[config.mk]
export PLATFORM = sky130hd
export DESIGN_NAME = fsp_fan_pwm
export DESIGN_NICKNAME = d
export VERILOG_FILES = /design/src/design/README_dummy_removed.sv /design/src/design/fsp_pkg.sv /design/src/design/fsp_fan_pwm.sv
export SDC_FILE = /design/constraint.sdc
export NUM_CORES = 1
export LEC_CHECK = 0
export ABC_AREA = 1
export BUFFER_PORTS_ARGS = -buffer_cell sky130_fd_sc_hd__buf_4
export CAP_MARGIN = 10
export CORE_ASPECT_RATIO = 0.7
export CORE_MARGIN = 2
export CORE_UTILIZATION = 55
export DETAILED_ROUTE_END_ITERATION = 10
export HOLD_SLACK_MARGIN = 0.12
export PLACE_DENSITY = 0.76
export SLEW_MARGIN = 0
export SYNTH_ARGS = -nofsm -noshare
export SYNTH_HDL_FRONTEND = slang
export SYNTH_SLANG_ARGS = --single-unit
[constraint.sdc]
create_clock -name core_clk_i -period 2.1 [get_ports core_clk_i]
set_input_delay 0.21 -clock core_clk_i [delete_from_list [all_inputs] [get_ports core_clk_i]]
set_output_delay 0.21 -clock core_clk_i [all_outputs]
set_load 0.01 [all_outputs]
[src/design/README_dummy_removed.sv]
`timescale 1ns/1ps

[src/design/fsp_pkg.sv]
/*
 * constants, field layout and carrier types for the fan pwm block.
 * assumes a 32-bit apb3 master and single-cycle tick inputs in the core clock domain.
 */
// Summary of operation
// (RULE1) 8-bit counter wraps, 256 ticks per period
// (RULE2) pulse high while count below duty
// (RULE3) duty zero always low, all ones high; the code still drives duty zero high under overtemperature force
// (RULE4) invert bit flips pulse onto fan output
// (RULE5) counter clock from fast or slow input
// (RULE6) divide by pre-scale field plus one
// (RULE7) software keeps division between 1 and 124
// (RULE8) output rate is input over (ps+1)*256
// (RULE9) fast input clock selected after reset
// (RULE10) software sets rate first, then duty only
// (RULE11) no pre-scale writes while generator enabled
// (RULE12) overtemperature with fan enable forces full duty
// (RULE13) pre-scale bit 7 picks slow input clock
// (RULE14) software avoids pre-scale field 7Ch..7Fh
// (RULE15) counter steps on divided tick, live duty
// (RULE16) disabled generator holds divider, counter zero
package fsp_pkg;
    localparam int NUM_FAN = 3; // independent fan channels
    localparam int TEMP_CH = 2; // temperature channels reporting overtemperature
    localparam int AW = 8; // apb byte address width
    // nominal input clock rates, the ticks arrive on fast_tick_i / slow_tick_i
    localparam int FAST_CLK_HZ = 24000000;
    localparam int SLOW_CLK_HZ = 200000;
    // register byte addresses
    localparam logic [AW-1:0] PS_BASE = 8'h00; // pwm_prescale_reg, one word per fan
    localparam logic [AW-1:0] DUTY_BASE = 8'h10; // pwm_duty_reg, one word per fan
    localparam logic [AW-1:0] CTRL_ADDR = 8'h20; // enable and invert bits
    localparam logic [AW-1:0] OTCFG_ADDR = 8'h24; // overtemperature enable bits
    localparam logic [AW-1:0] STAT_ADDR = 8'h28; // read-only live state
    localparam logic [AW-1:0] BANK_MASK = 8'hF0; // selects the per-fan bank
    // field positions
    localparam int PS_SEL_BIT = 7; // clock select inside pwm_prescale_reg
    localparam int CTRL_EN_LSB = 0; // enable bits 2..0
    localparam int CTRL_INV_LSB = 4; // invert bits 6..4
    localparam int OT_EN_LSB = 0; // fan enable on overtemperature, bits 2..0
    localparam int ST_OUT_LSB = 0; // live fan outputs
    localparam int ST_FRC_LSB = 4; // live force state
    localparam int ST_OT_LSB = 8; // live overtemperature flags
    // reset values and the full-duty code
    localparam logic [7:0] PS_RST = 8'h00;
    localparam logic [7:0] DUTY_RST = 8'hFF;
    localparam logic [7:0] DUTY_FULL = 8'hFF;

    // pre-scale register layout
    typedef struct packed {
        logic clk_sel; // 0 fast input, 1 slow input
        logic [6:0] value; // divider minus one
    } fsp_prescale_s;

    // per-fan counting state
    typedef struct packed {
        logic [6:0] div; // divider phase
        logic [7:0] cnt; // pwm counter
    } fsp_count_s;
endpackage : fsp_pkg

[src/design/fsp_fan_pwm.sv]
/*
 * three-channel fan pwm generator with apb3 register access.
 * assumes fast_tick_i and slow_tick_i are one-cycle pulses, one per input clock period,
 * already in the core clock domain, and that over_temp_flag_i is synchronous.
 */
`timescale 1ns/1ps
module fsp_fan_pwm (
    input wire logic core_clk_i,
    input wire logic rstn_i,
    input wire logic psel_i,
    input wire logic penable_i,
    input wire logic pwrite_i,
    input wire logic [fsp_pkg::AW-1:0] paddr_i,
    input wire logic [31:0] pwdata_i,
    output logic [31:0] prdata_o,
    output logic pready_o,
    output logic pslverr_o,
    input wire logic fast_tick_i,
    input wire logic slow_tick_i,
    input wire logic [fsp_pkg::TEMP_CH-1:0] over_temp_flag_i,
    output logic [fsp_pkg::NUM_FAN-1:0] fan_drive_out_o
);
    import fsp_pkg::*;

    fsp_prescale_s ps_r [NUM_FAN]; // pwm_prescale_reg per fan
    fsp_prescale_s ps_nxt [NUM_FAN];
    logic [7:0] duty_r [NUM_FAN]; // pwm_duty_reg per fan
    logic [7:0] duty_nxt [NUM_FAN];
    fsp_count_s cs_r [NUM_FAN]; // divider and counter
    fsp_count_s cs_nxt [NUM_FAN];
    logic [NUM_FAN-1:0] en_r, en_nxt; // generator enables
    logic [NUM_FAN-1:0] inv_r, inv_nxt; // output inversion
    logic [NUM_FAN-1:0] oten_r, oten_nxt; // force on overtemperature
    logic [NUM_FAN-1:0] pulse_r, pulse_nxt; // internal pwm pulse
    logic [NUM_FAN-1:0] out_r, out_nxt; // fan_drive_out
    logic [NUM_FAN-1:0] frc; // live force condition
    logic [NUM_FAN-1:0] wrap; // divider terminal tick
    logic [NUM_FAN-1:0] tick; // selected input clock tick
    logic [31:0] prdata_r, prdata_nxt;
    logic err_r, err_nxt;
    logic wr_en; // access phase write
    logic any_ot; // any channel hot

    // index of a fan word inside a bank, valid when below NUM_FAN
    function automatic logic [1:0] fan_idx(input logic [AW-1:0] a);
        fan_idx = a[3:2];
    endfunction : fan_idx

    // true for every address that decodes to a register
    function automatic logic is_mapped(input logic [AW-1:0] a);
        logic bank_hit;
        bank_hit = ((a & BANK_MASK) == PS_BASE) || ((a & BANK_MASK) == DUTY_BASE);
        if (a[1:0] != 2'b00) begin
            is_mapped = 1'b0;
        end else if (bank_hit) begin
            is_mapped = (fan_idx(a) < 2'(NUM_FAN));
        end else begin
            is_mapped = (a == CTRL_ADDR) || (a == OTCFG_ADDR) || (a == STAT_ADDR);
        end
    endfunction : is_mapped

    // zero-wait slave: every access completes in its first access cycle
    assign pready_o = 1'b1;
    // error shows only in access, so a bad address never stalls the bus
    assign pslverr_o = psel_i & penable_i & err_r;
    assign prdata_o = prdata_r;
    assign fan_drive_out_o = out_r;
    assign wr_en = psel_i & penable_i & pwrite_i & ~err_r;
    assign any_ot = |over_temp_flag_i;

    // next-state for registers, counters and outputs
    always_comb begin
        ps_nxt = ps_r;
        duty_nxt = duty_r;
        en_nxt = en_r;
        inv_nxt = inv_r;
        oten_nxt = oten_r;
        prdata_nxt = prdata_r;
        err_nxt = err_r;
        // read data and error latched in setup, so they stand through access
        if (psel_i && !penable_i) begin
            err_nxt = !is_mapped(paddr_i);
            prdata_nxt = 32'h0000_0000;
            if (!is_mapped(paddr_i)) begin
                prdata_nxt = 32'h0000_0000;
            end else if ((paddr_i & BANK_MASK) == PS_BASE) begin
                prdata_nxt[7:0] = ps_r[fan_idx(paddr_i)];
            end else if ((paddr_i & BANK_MASK) == DUTY_BASE) begin
                prdata_nxt[7:0] = duty_r[fan_idx(paddr_i)];
            end else if (paddr_i == CTRL_ADDR) begin
                prdata_nxt[CTRL_EN_LSB +: NUM_FAN] = en_r;
                prdata_nxt[CTRL_INV_LSB +: NUM_FAN] = inv_r;
            end else if (paddr_i == OTCFG_ADDR) begin
                prdata_nxt[OT_EN_LSB +: NUM_FAN] = oten_r;
            end else begin
                prdata_nxt[ST_OUT_LSB +: NUM_FAN] = out_r;
                prdata_nxt[ST_FRC_LSB +: NUM_FAN] = frc;
                prdata_nxt[ST_OT_LSB +: TEMP_CH] = over_temp_flag_i;
            end
        end
        // writes land at the access edge; status writes are ignored
        if (wr_en) begin
            if ((paddr_i & BANK_MASK) == PS_BASE) begin
                ps_nxt[fan_idx(paddr_i)] = pwdata_i[7:0]; // see (RULE6) see (RULE13)
            end else if ((paddr_i & BANK_MASK) == DUTY_BASE) begin
                duty_nxt[fan_idx(paddr_i)] = pwdata_i[7:0];
            end else if (paddr_i == CTRL_ADDR) begin
                en_nxt = pwdata_i[CTRL_EN_LSB +: NUM_FAN];
                inv_nxt = pwdata_i[CTRL_INV_LSB +: NUM_FAN];
            end else if (paddr_i == OTCFG_ADDR) begin
                oten_nxt = pwdata_i[OT_EN_LSB +: NUM_FAN];
            end
        end
        // per-fan divider, counter and pulse shaping
        for (int i = 0; i < NUM_FAN; i++) begin
            cs_nxt[i] = cs_r[i];
            // selected input clock tick drives the divider
            tick[i] = ps_r[i].clk_sel ? slow_tick_i : fast_tick_i; // see (RULE5) see (RULE13)
            wrap[i] = tick[i] && (cs_r[i].div == ps_r[i].value); // see (RULE6) see (RULE8)
            if (!en_r[i]) begin
                cs_nxt[i] = '0; // known phase on enable, see (RULE16)
            end else if (wrap[i]) begin
                cs_nxt[i].div = 7'h00;
                cs_nxt[i].cnt = cs_r[i].cnt + 8'h01; // free-running wrap, see (RULE1) see (RULE15)
            end else if (tick[i]) begin
                cs_nxt[i].div = cs_r[i].div + 7'h01;
            end
            // overtemperature overrides duty and enable
            frc[i] = oten_r[i] & any_ot; // see (RULE12)
            // full duty is a special case, count below FFh would miss one tick
            pulse_nxt[i] = frc[i] | (en_r[i] & ((duty_r[i] == DUTY_FULL) // see (RULE3)
                | (cs_r[i].cnt < duty_r[i]))); // see (RULE2) see (RULE15)
            out_nxt[i] = pulse_nxt[i] ^ inv_r[i]; // see (RULE4)
        end
    end

    // register stage only
    always_ff @(posedge core_clk_i or negedge rstn_i) begin
        if (!rstn_i) begin
            // constants only; counting restarts from zero once enabled
            for (int i = 0; i < NUM_FAN; i++) begin
                ps_r[i] <= PS_RST; // fast clock default, see (RULE9)
                duty_r[i] <= DUTY_RST;
                cs_r[i] <= '0;
            end
            en_r <= '0;
            inv_r <= '0;
            oten_r <= '0;
            pulse_r <= '0;
            out_r <= '0;
            prdata_r <= 32'h0000_0000;
            err_r <= 1'b0;
        end else begin
            ps_r <= ps_nxt;
            duty_r <= duty_nxt;
            cs_r <= cs_nxt;
            en_r <= en_nxt;
            inv_r <= inv_nxt;
            oten_r <= oten_nxt;
            pulse_r <= pulse_nxt;
            out_r <= out_nxt;
            prdata_r <= prdata_nxt;
            err_r <= err_nxt;
        end
    end

    // per-fan checks
    for (genvar g = 0; g < NUM_FAN; g++) begin : g_chk
        counter_wrap_a: assert property (@(posedge core_clk_i) disable iff (!rstn_i) // see (RULE1)
            (en_r[g] && wrap[g] && cs_r[g].cnt == 8'hFF) |=> (cs_r[g].cnt == 8'h00))
            else $error("pwm counter did not wrap to zero");
        count_compare_a: assert property (@(posedge core_clk_i) disable iff (!rstn_i) // see (RULE2)
            (en_r[g] && !frc[g] && duty_r[g] != DUTY_FULL)
            |=> (pulse_r[g] == ($past(cs_r[g].cnt) < $past(duty_r[g]))))
            else $error("pulse does not follow count against duty");
        duty_zero_a: assert property (@(posedge core_clk_i) disable iff (!rstn_i) // see (RULE3)
            (!frc[g] && duty_r[g] == 8'h00) [*3] |=> !pulse_r[g])
            else $error("zero duty let the pulse rise");
        duty_full_a: assert property (@(posedge core_clk_i) disable iff (!rstn_i) // see (RULE3)
            (en_r[g] && duty_r[g] == DUTY_FULL) |=> pulse_r[g])
            else $error("full duty let the pulse fall");
        out_invert_a: assert property (@(posedge core_clk_i) disable iff (!rstn_i) // see (RULE4)
            $stable(inv_r[g]) |-> (out_r[g] == (pulse_r[g] ^ $past(inv_r[g]))))
            else $error("fan output polarity wrong");
        tick_only_a: assert property (@(posedge core_clk_i) disable iff (!rstn_i) // see (RULE15)
            (en_r[g] && !wrap[g]) |=> (cs_r[g].cnt == $past(cs_r[g].cnt)))
            else $error("counter moved without divided tick");
        div_limit_a: assert property (@(posedge core_clk_i) disable iff (!rstn_i) // see (RULE6)
            (en_r[g] && $stable(ps_r[g])) |-> (cs_r[g].div <= ps_r[g].value))
            else $error("divider ran past pre-scale value");
        over_temp_a: assert property (@(posedge core_clk_i) disable iff (!rstn_i) // see (RULE12)
            (oten_r[g] && any_ot) |=> pulse_r[g])
            else $error("overtemperature did not force full duty");
        idle_hold_a: assert property (@(posedge core_clk_i) disable iff (!rstn_i) // see (RULE16)
            !en_r[g] |=> (cs_r[g].cnt == 8'h00 && cs_r[g].div == 7'h00))
            else $error("disabled generator kept counting");
        reset_sel_a: assert property (@(posedge core_clk_i) // see (RULE9)
            $rose(rstn_i) |-> (!ps_r[g].clk_sel && duty_r[g] == DUTY_RST))
            else $error("reset did not select fast clock");
        // slow source chosen: only a slow tick may move the divider
        slow_only_a: assert property (@(posedge core_clk_i) disable iff (!rstn_i) // see (RULE13)
            (en_r[g] && ps_r[g].clk_sel && !slow_tick_i) |=> $stable(cs_r[g]))
            else $error("divider moved without a slow tick");
        // every terminal tick advances the counter by exactly one
        count_step_a: assert property (@(posedge core_clk_i) disable iff (!rstn_i) // see (RULE15)
            (en_r[g] && wrap[g]) |=> (cs_r[g].cnt == $past(cs_r[g].cnt) + 8'h01))
            else $error("counter did not step on divided tick");
        // divider climbs one per selected tick below its terminal value
        div_step_a: assert property (@(posedge core_clk_i) disable iff (!rstn_i) // see (RULE6)
            (en_r[g] && tick[g] && cs_r[g].div != ps_r[g].value)
            |=> (cs_r[g].div == $past(cs_r[g].div) + 7'h01))
            else $error("divider did not step on input tick");
        // idle channel without force keeps its pulse low
        idle_low_a: assert property (@(posedge core_clk_i) disable iff (!rstn_i) // see (RULE16)
            (!en_r[g] && !frc[g]) |=> !pulse_r[g])
            else $error("disabled generator drove a pulse");
        // idle channel output rests at its invert level
        idle_out_a: assert property (@(posedge core_clk_i) disable iff (!rstn_i) // see (RULE4)
            (!en_r[g] && !frc[g]) |=> (out_r[g] == $past(inv_r[g])))
            else $error("idle fan output not at invert level");
    end : g_chk

endmodule : fsp_fan_pwm

# Word level (Yosys, flattened, before mapping)
# Index checks and enable logic that the tools add are counted.
dict set report op_classes {
  n_addsub 6
  magnitude_cmp 6
  eq_ne 16
  muxes 42
  bitwise 24
  reduce_logical 17
}
# cell n
set ops {}
lappend ops {{2-to-1 mux 8 bit} 9}
lappend ops {{bitwise mux 24 bit} 2}
lappend ops {{2-to-1 mux 15 bit} 3}
lappend ops {{2-to-1 mux 7 bit} 6}
lappend ops {{binary-select mux 8 bit (select 2 bit)} 2}
lappend ops {{adder 8 x 1 -> 8 bit (second input constant)} 3}
lappend ops {{equality test 8 x 6 -> 1 bit (second input constant)} 3}
lappend ops {{equality test 8 bit (second input constant)} 3}
lappend ops {{< comparator 8 bit} 3}
lappend ops {{adder 7 x 1 -> 7 bit (second input constant)} 3}
lappend ops {{equality test 7 bit} 3}
lappend ops {{2-to-1 mux 3 bit} 6}
lappend ops {{demux 8 bit (select 2 bit)} 1}
lappend ops {{bitwise AND 1 bit} 10}
lappend ops {{2-to-1 mux 10 bit} 1}
lappend ops {{inequality test 3 x 1 -> 1 bit (second input constant)} 3}
lappend ops {{logical NOT 8 bit} 1}
lappend ops {{2-to-1 mux 1 bit} 8}
lappend ops {{2-to-1 mux 2 bit} 4}
lappend ops {{inequality test 2 x 1 -> 1 bit (second input constant)} 3}
lappend ops {{OR 1 bit} 6}
lappend ops {{logical AND 1 bit} 5}
lappend ops {{AND reduction 5 bit} 1}
lappend ops {{equality test 4 x 1 -> 1 bit (second input constant)} 1}
lappend ops {{13 further kinds} 21}
dict set report word_totals {
  regBits 116
  inputBits 49
  out_inout_bits 37
}

# Longest topological paths before layout
dict set report logic_depth {
  word_depth 7
  depth_mapped 13
  mapped_depth_nobuf 13
}

# Worst setup path before layout
# Ideal clock, no wire load.
dict set report synth_path {
  kind {flip-flop to flip-flop}
  from {register duty_r[5] (netlist name)}
  to {register out_r[2], in the netlist fan_drive_out_o[2]}
  setup_time_ns 0.117
  t_arrival_ns 1.424
  required_time_ns 1.983
  path_slack_ns 0.559
  path_stages_with_launch 11
  path_buffers 0
  period_less_slack_ns 1.541
  cell_sequence {dfstp_2 -> inv_1 -> ha_1 -> a21oi_1 -> nor2_1 -> nor3_1 -> nand2_1 -> nand2_1 -> nand2_1 -> nand3_1 -> nand2_1}
}
dict set report synth_between {
  elab_chain_cells 5
  word_cells_on_any_way 6
  classes_between {order compare (1); eq/ne (1); bitwise (4)}
}
# item line_no
set synth_lines {}
lappend synth_lines {{start, declared} fsp_fan_pwm.sv:27} ;# logic [7:0] duty_r [NUM_FAN];
lappend synth_lines {{start signal, assigned} fsp_fan_pwm.sv:155} ;# duty_r <= duty_nxt;
lappend synth_lines {{< comparator 8 bit or equality test 8 bit (tied branches)} {fsp_fan_pwm.sv:132, fsp_fan_pwm.sv:131}}
lappend synth_lines {{OR 1 bit (*)} fsp_fan_pwm.sv:132} ;# | (cs_r[i].cnt < duty_r[i])));
lappend synth_lines {{bitwise AND 1 bit (*)} fsp_fan_pwm.sv:131} ;# pulse_nxt[i] = frc[i] | (en_r[i] & ((duty_r[i] == DUTY_FULL)
lappend synth_lines {{OR 1 bit (*)} fsp_fan_pwm.sv:131}
lappend synth_lines {{XOR 1 bit (*)} fsp_fan_pwm.sv:133} ;# out_nxt[i] = pulse_nxt[i] ^ inv_r[i];
lappend synth_lines {{net out_nxt[2]} fsp_fan_pwm.sv:35} ;# logic [NUM_FAN-1:0] out_r, out_nxt;
lappend synth_lines {{end signal, assigned} fsp_fan_pwm.sv:161} ;# out_r <= out_nxt;
lappend synth_lines {{end, declared} fsp_fan_pwm.sv:35}
# The timed path passes the listed nets; every way through them passes the cells marked *.
# A chain may end at the register's enable or synchronous reset.

# Final worst setup path
dict set report layout_path {
  from {register ps_r[7] (netlist name)}
  to {register cs_r[0] (netlist name)}
}
dict set report layout_between {
  elab_chain_cells 3
}
# item line_no
set layout_lines {}
lappend layout_lines {{start, declared} fsp_fan_pwm.sv:25} ;# fsp_prescale_s ps_r [NUM_FAN];
lappend layout_lines {{start signal, assigned} fsp_fan_pwm.sv:154} ;# ps_r <= ps_nxt;
lappend layout_lines {{2-to-1 mux 1 bit} fsp_fan_pwm.sv:118} ;# tick[i] = ps_r[i].clk_sel ? slow_tick_i : fast_tick_i;
lappend layout_lines {{logical AND 1 bit} fsp_fan_pwm.sv:119} ;# wrap[i] = tick[i] && (cs_r[i].div == ps_r[i].value);
lappend layout_lines {{inequality test 2 x 1 -> 1 bit (no source line)} n/a}
lappend layout_lines {{end signal, assigned} fsp_fan_pwm.sv:156} ;# cs_r <= cs_nxt;
lappend layout_lines {{end, declared} fsp_fan_pwm.sv:29} ;# fsp_count_s cs_r [NUM_FAN];
# Every way passes these cells.

==> qor.txt <==
CTS Buf Count - 17
Final worst path period need - 1880 ps
Setup TNS - 0 ps
RSZ-0062 raised after global routing - false
Gate power share - 5.3%
Relative slew slack - 65.6%
Slew @ Worst Pin - 514 ps
Crit path capture - cs_r[0]
Fmax - 531 MHz
Drt drc - 0
H-tree depth - 4
Vias/cell - 5.45
Hold slack - 168 ps
Register area - 0.00293 mm^2
Layout Nets - 1,004
Cell Int Power - 4330 uW
Max Slew Vio Count - 0
Worst EP required - 2440 ps
Post-synth top area share - 33.4%
CTS tree - done
Initial antenna violation count - 0
Element type at the critical path end - flip-flop
Syn. warnings - 0
Wirelength per Cell - 15.9 um
CP Max Fanout - 9
Initial core utilization - 55.8%
HPWL after DPL - 12.5 mm
WS Path Type - flip-flop to flip-flop
Die width - 138 um
Gr ovfl total - 0
Sw Share - 22.2%
Worst-skew pair later-pin latency - 420 ps
Synthesized flop and latch total - 116
Die area - 0.0134 mm^2
Worst hold path class - primary input to flip-flop
Final Hold Viols - 0
Arrival @ worst endpoint - 2220 ps
Max-cap violations - 0
Worst-case clock buffer depth - 2
Ys async rst share - 100%
Synth unique cells - 45
Synth area leader - dfrtp_1
Cells after synthesis - 881
DRT Pass-1 Iters - 5
Number of flops mapped to enable cells by yosys - 0
Antenna-violating nets left - 0
Reg2reg start - ps_r[7]
Leak - 0.00383 uW
Vias - 6,007
IO Port Bufs - 38
Synth-to-Final Area Change - 14.6%
Routed WL - 17.6 mm
Post-CTS sizing - 0
FF-to-FF path depth - 8
First-pass GRT wire length - 28.7 mm
Mapped Area - 0.00688 mm^2
Root buf cell - clkbuf_16
Top FF cell, synth - dfrtp_1
N_diodes - 0
Count leader, synth - nand2_1
Pwr dens - 706 mW/mm^2
Crit start category - flip-flop
Syn avg cell area - 7.81 um^2
Final period util - 89.7%
Clk pin slew, worst setup/hold paths - 50 ps
Core footprint - 0.0123 mm^2
Layout Utilization - 63.9%
Height of the die - 97.6 um
FF-to-FF End - cs_r[0]
Worst vdd ir - 0.529 mV
Clk pwr share - 54.3%
Multi-input gate area - 0.00334 mm^2
Largest net degree at the start of global routing - 44
Status - completed
Clock sink count - 116
Psw - 1240 uW
Register area share after synthesis - 42.6%
Top cells by count, synth - nand2_1 (248), inv_1 (99), dfrtp_1 (92), o21ai_0 (77), nor2_1 (54)
Setup violators final - 0
Vias in the first global route - 5,634
Number of DRC markers in iteration 0 - 560
GP Congestion - 1.00
Cell row count - 34
Overall routing resource usage - 28.0%
I/O pin total - 86
Final Skew - 7.99 ps
Fillers - 1,061
Fraction of layout instances using a drive strength above 1 - 13.7%
Worst reg-to-reg setup slack - 220 ps
Synth area leaders - dfrtp_1 (33%), nand2_1 (14%), dfstp_2 (9.2%), o21ai_0 (5.6%), inv_1 (5.4%)
Worst Setup SP - ps_r[7]
Number of setup buffers added after CTS - 0
Flop pwr share - 40.4%
-- area by class of cell --
type | instances | area share, %
sequential | 116 | 37.2
timing repair buffer | 49 | 5.08
multi-input combinational | 637 | 42.4
clock inverter | 11 | 2.00
inverter | 107 | 5.09
tap | 162 | 2.57
clock buffer | 21 | 5.71
-- power groups by stage --
stage          Sequential [uW]  Clock [uW]  Combinational [uW]
3_3_place_gp              2290           0                 280
2_1_floorplan             2290           0                 166
5_1_grt                   2250        3160                 324
4_1_cts                   2250        3040                 289
3_5_place_dp              2290           0                 282
6_report                  2250        3020                 293
-- kinds of logic after synthesis --
kind of cell             share of synthesized area, %
AO/OA/AOI/OAI                                    11.0
XOR/XNOR                                         4.96
adder cells (fa/ha/maj)                          4.91
buffers and inverters                            10.0
flip-flops                                       42.6
other                                           0.109
AND/OR/NAND/NOR                                  26.4
-- worst max-delay path, stage by stage, from the launching register on --
cell and delay [ps]:
dfrtp_1 410, o21ai_2 350, nand2_1 110, nor3_1 160, nand2_1 200, nand2_1 220
buf_4 190, nand3_1 70, o21ai_0 80
-- what timing repair did --
item | CTS | global route
endpoints found under the setup margin | 0 | 0
hold buffers | 3 | 0
endpoints found under the hold margin | 32 | 0
-- cells in the final DEF (no fill, tap or decap), drive strengths merged, types with 23 or more instances in the layout --
master	n
a21oi	29
buf	46
conb	23
dfrtp	92
dfstp	24
ha	27
inv	105
nand2	251
nand3	43
nor2	59
nor3	23
o21ai	94
xor2	26
-- worst min-delay path by stage --
stage | from | endpoint | slack [ps] | depth (start not counted)
floorplan | rstn_i | cs_r[0] | -90 | 0
global placement | rstn_i | cs_r[33] | 190 | 1
detailed placement | rstn_i | cs_r[34] | 190 | 1
CTS | pwdata_i[7] | ps_r[7] | 160 | 3
global route | pwdata_i[7] | ps_r[7] | 190 | 3
finish | pwdata_i[7] | ps_r[7] | 170 | 3
-- metal layers --
layer	share of wire [%]	routed length, um	track usage [%]
met2	43	7510	40.5
met5	0	0	0
met3	8.6	1510	6.83
met4	1.9	329	8.87
met1	47	8240	41.3
-- through the flow --
| step | cells | power (uW) | setup WS [ps] | area [um^2] |
|---|---|---|---|---|
| finish | 1103 | 5570 | 215 | 7890 |
| global route | 1103 | 5730 | 10.3 | 7890 |
| CTS | 1103 | 5580 | 214 | 7890 |
| detailed placement | 1068 | 2570 | 270 | 7250 |
| global placement | 1068 | 2570 | 357 | 7250 |
| floorplan | 902 | 2450 | 559 | 6960 |
-- registers in the layout, summed over array words and instances, names as in the netlist, 3 cells and up --
signal	count
cs_r	45
duty_r	24
en_r	3
fan_drive_out_o	3
inv_r	3
oten_r	3
prdata_o	10
ps_r	24
Note: power is estimated with default switching activity, not from simulation.
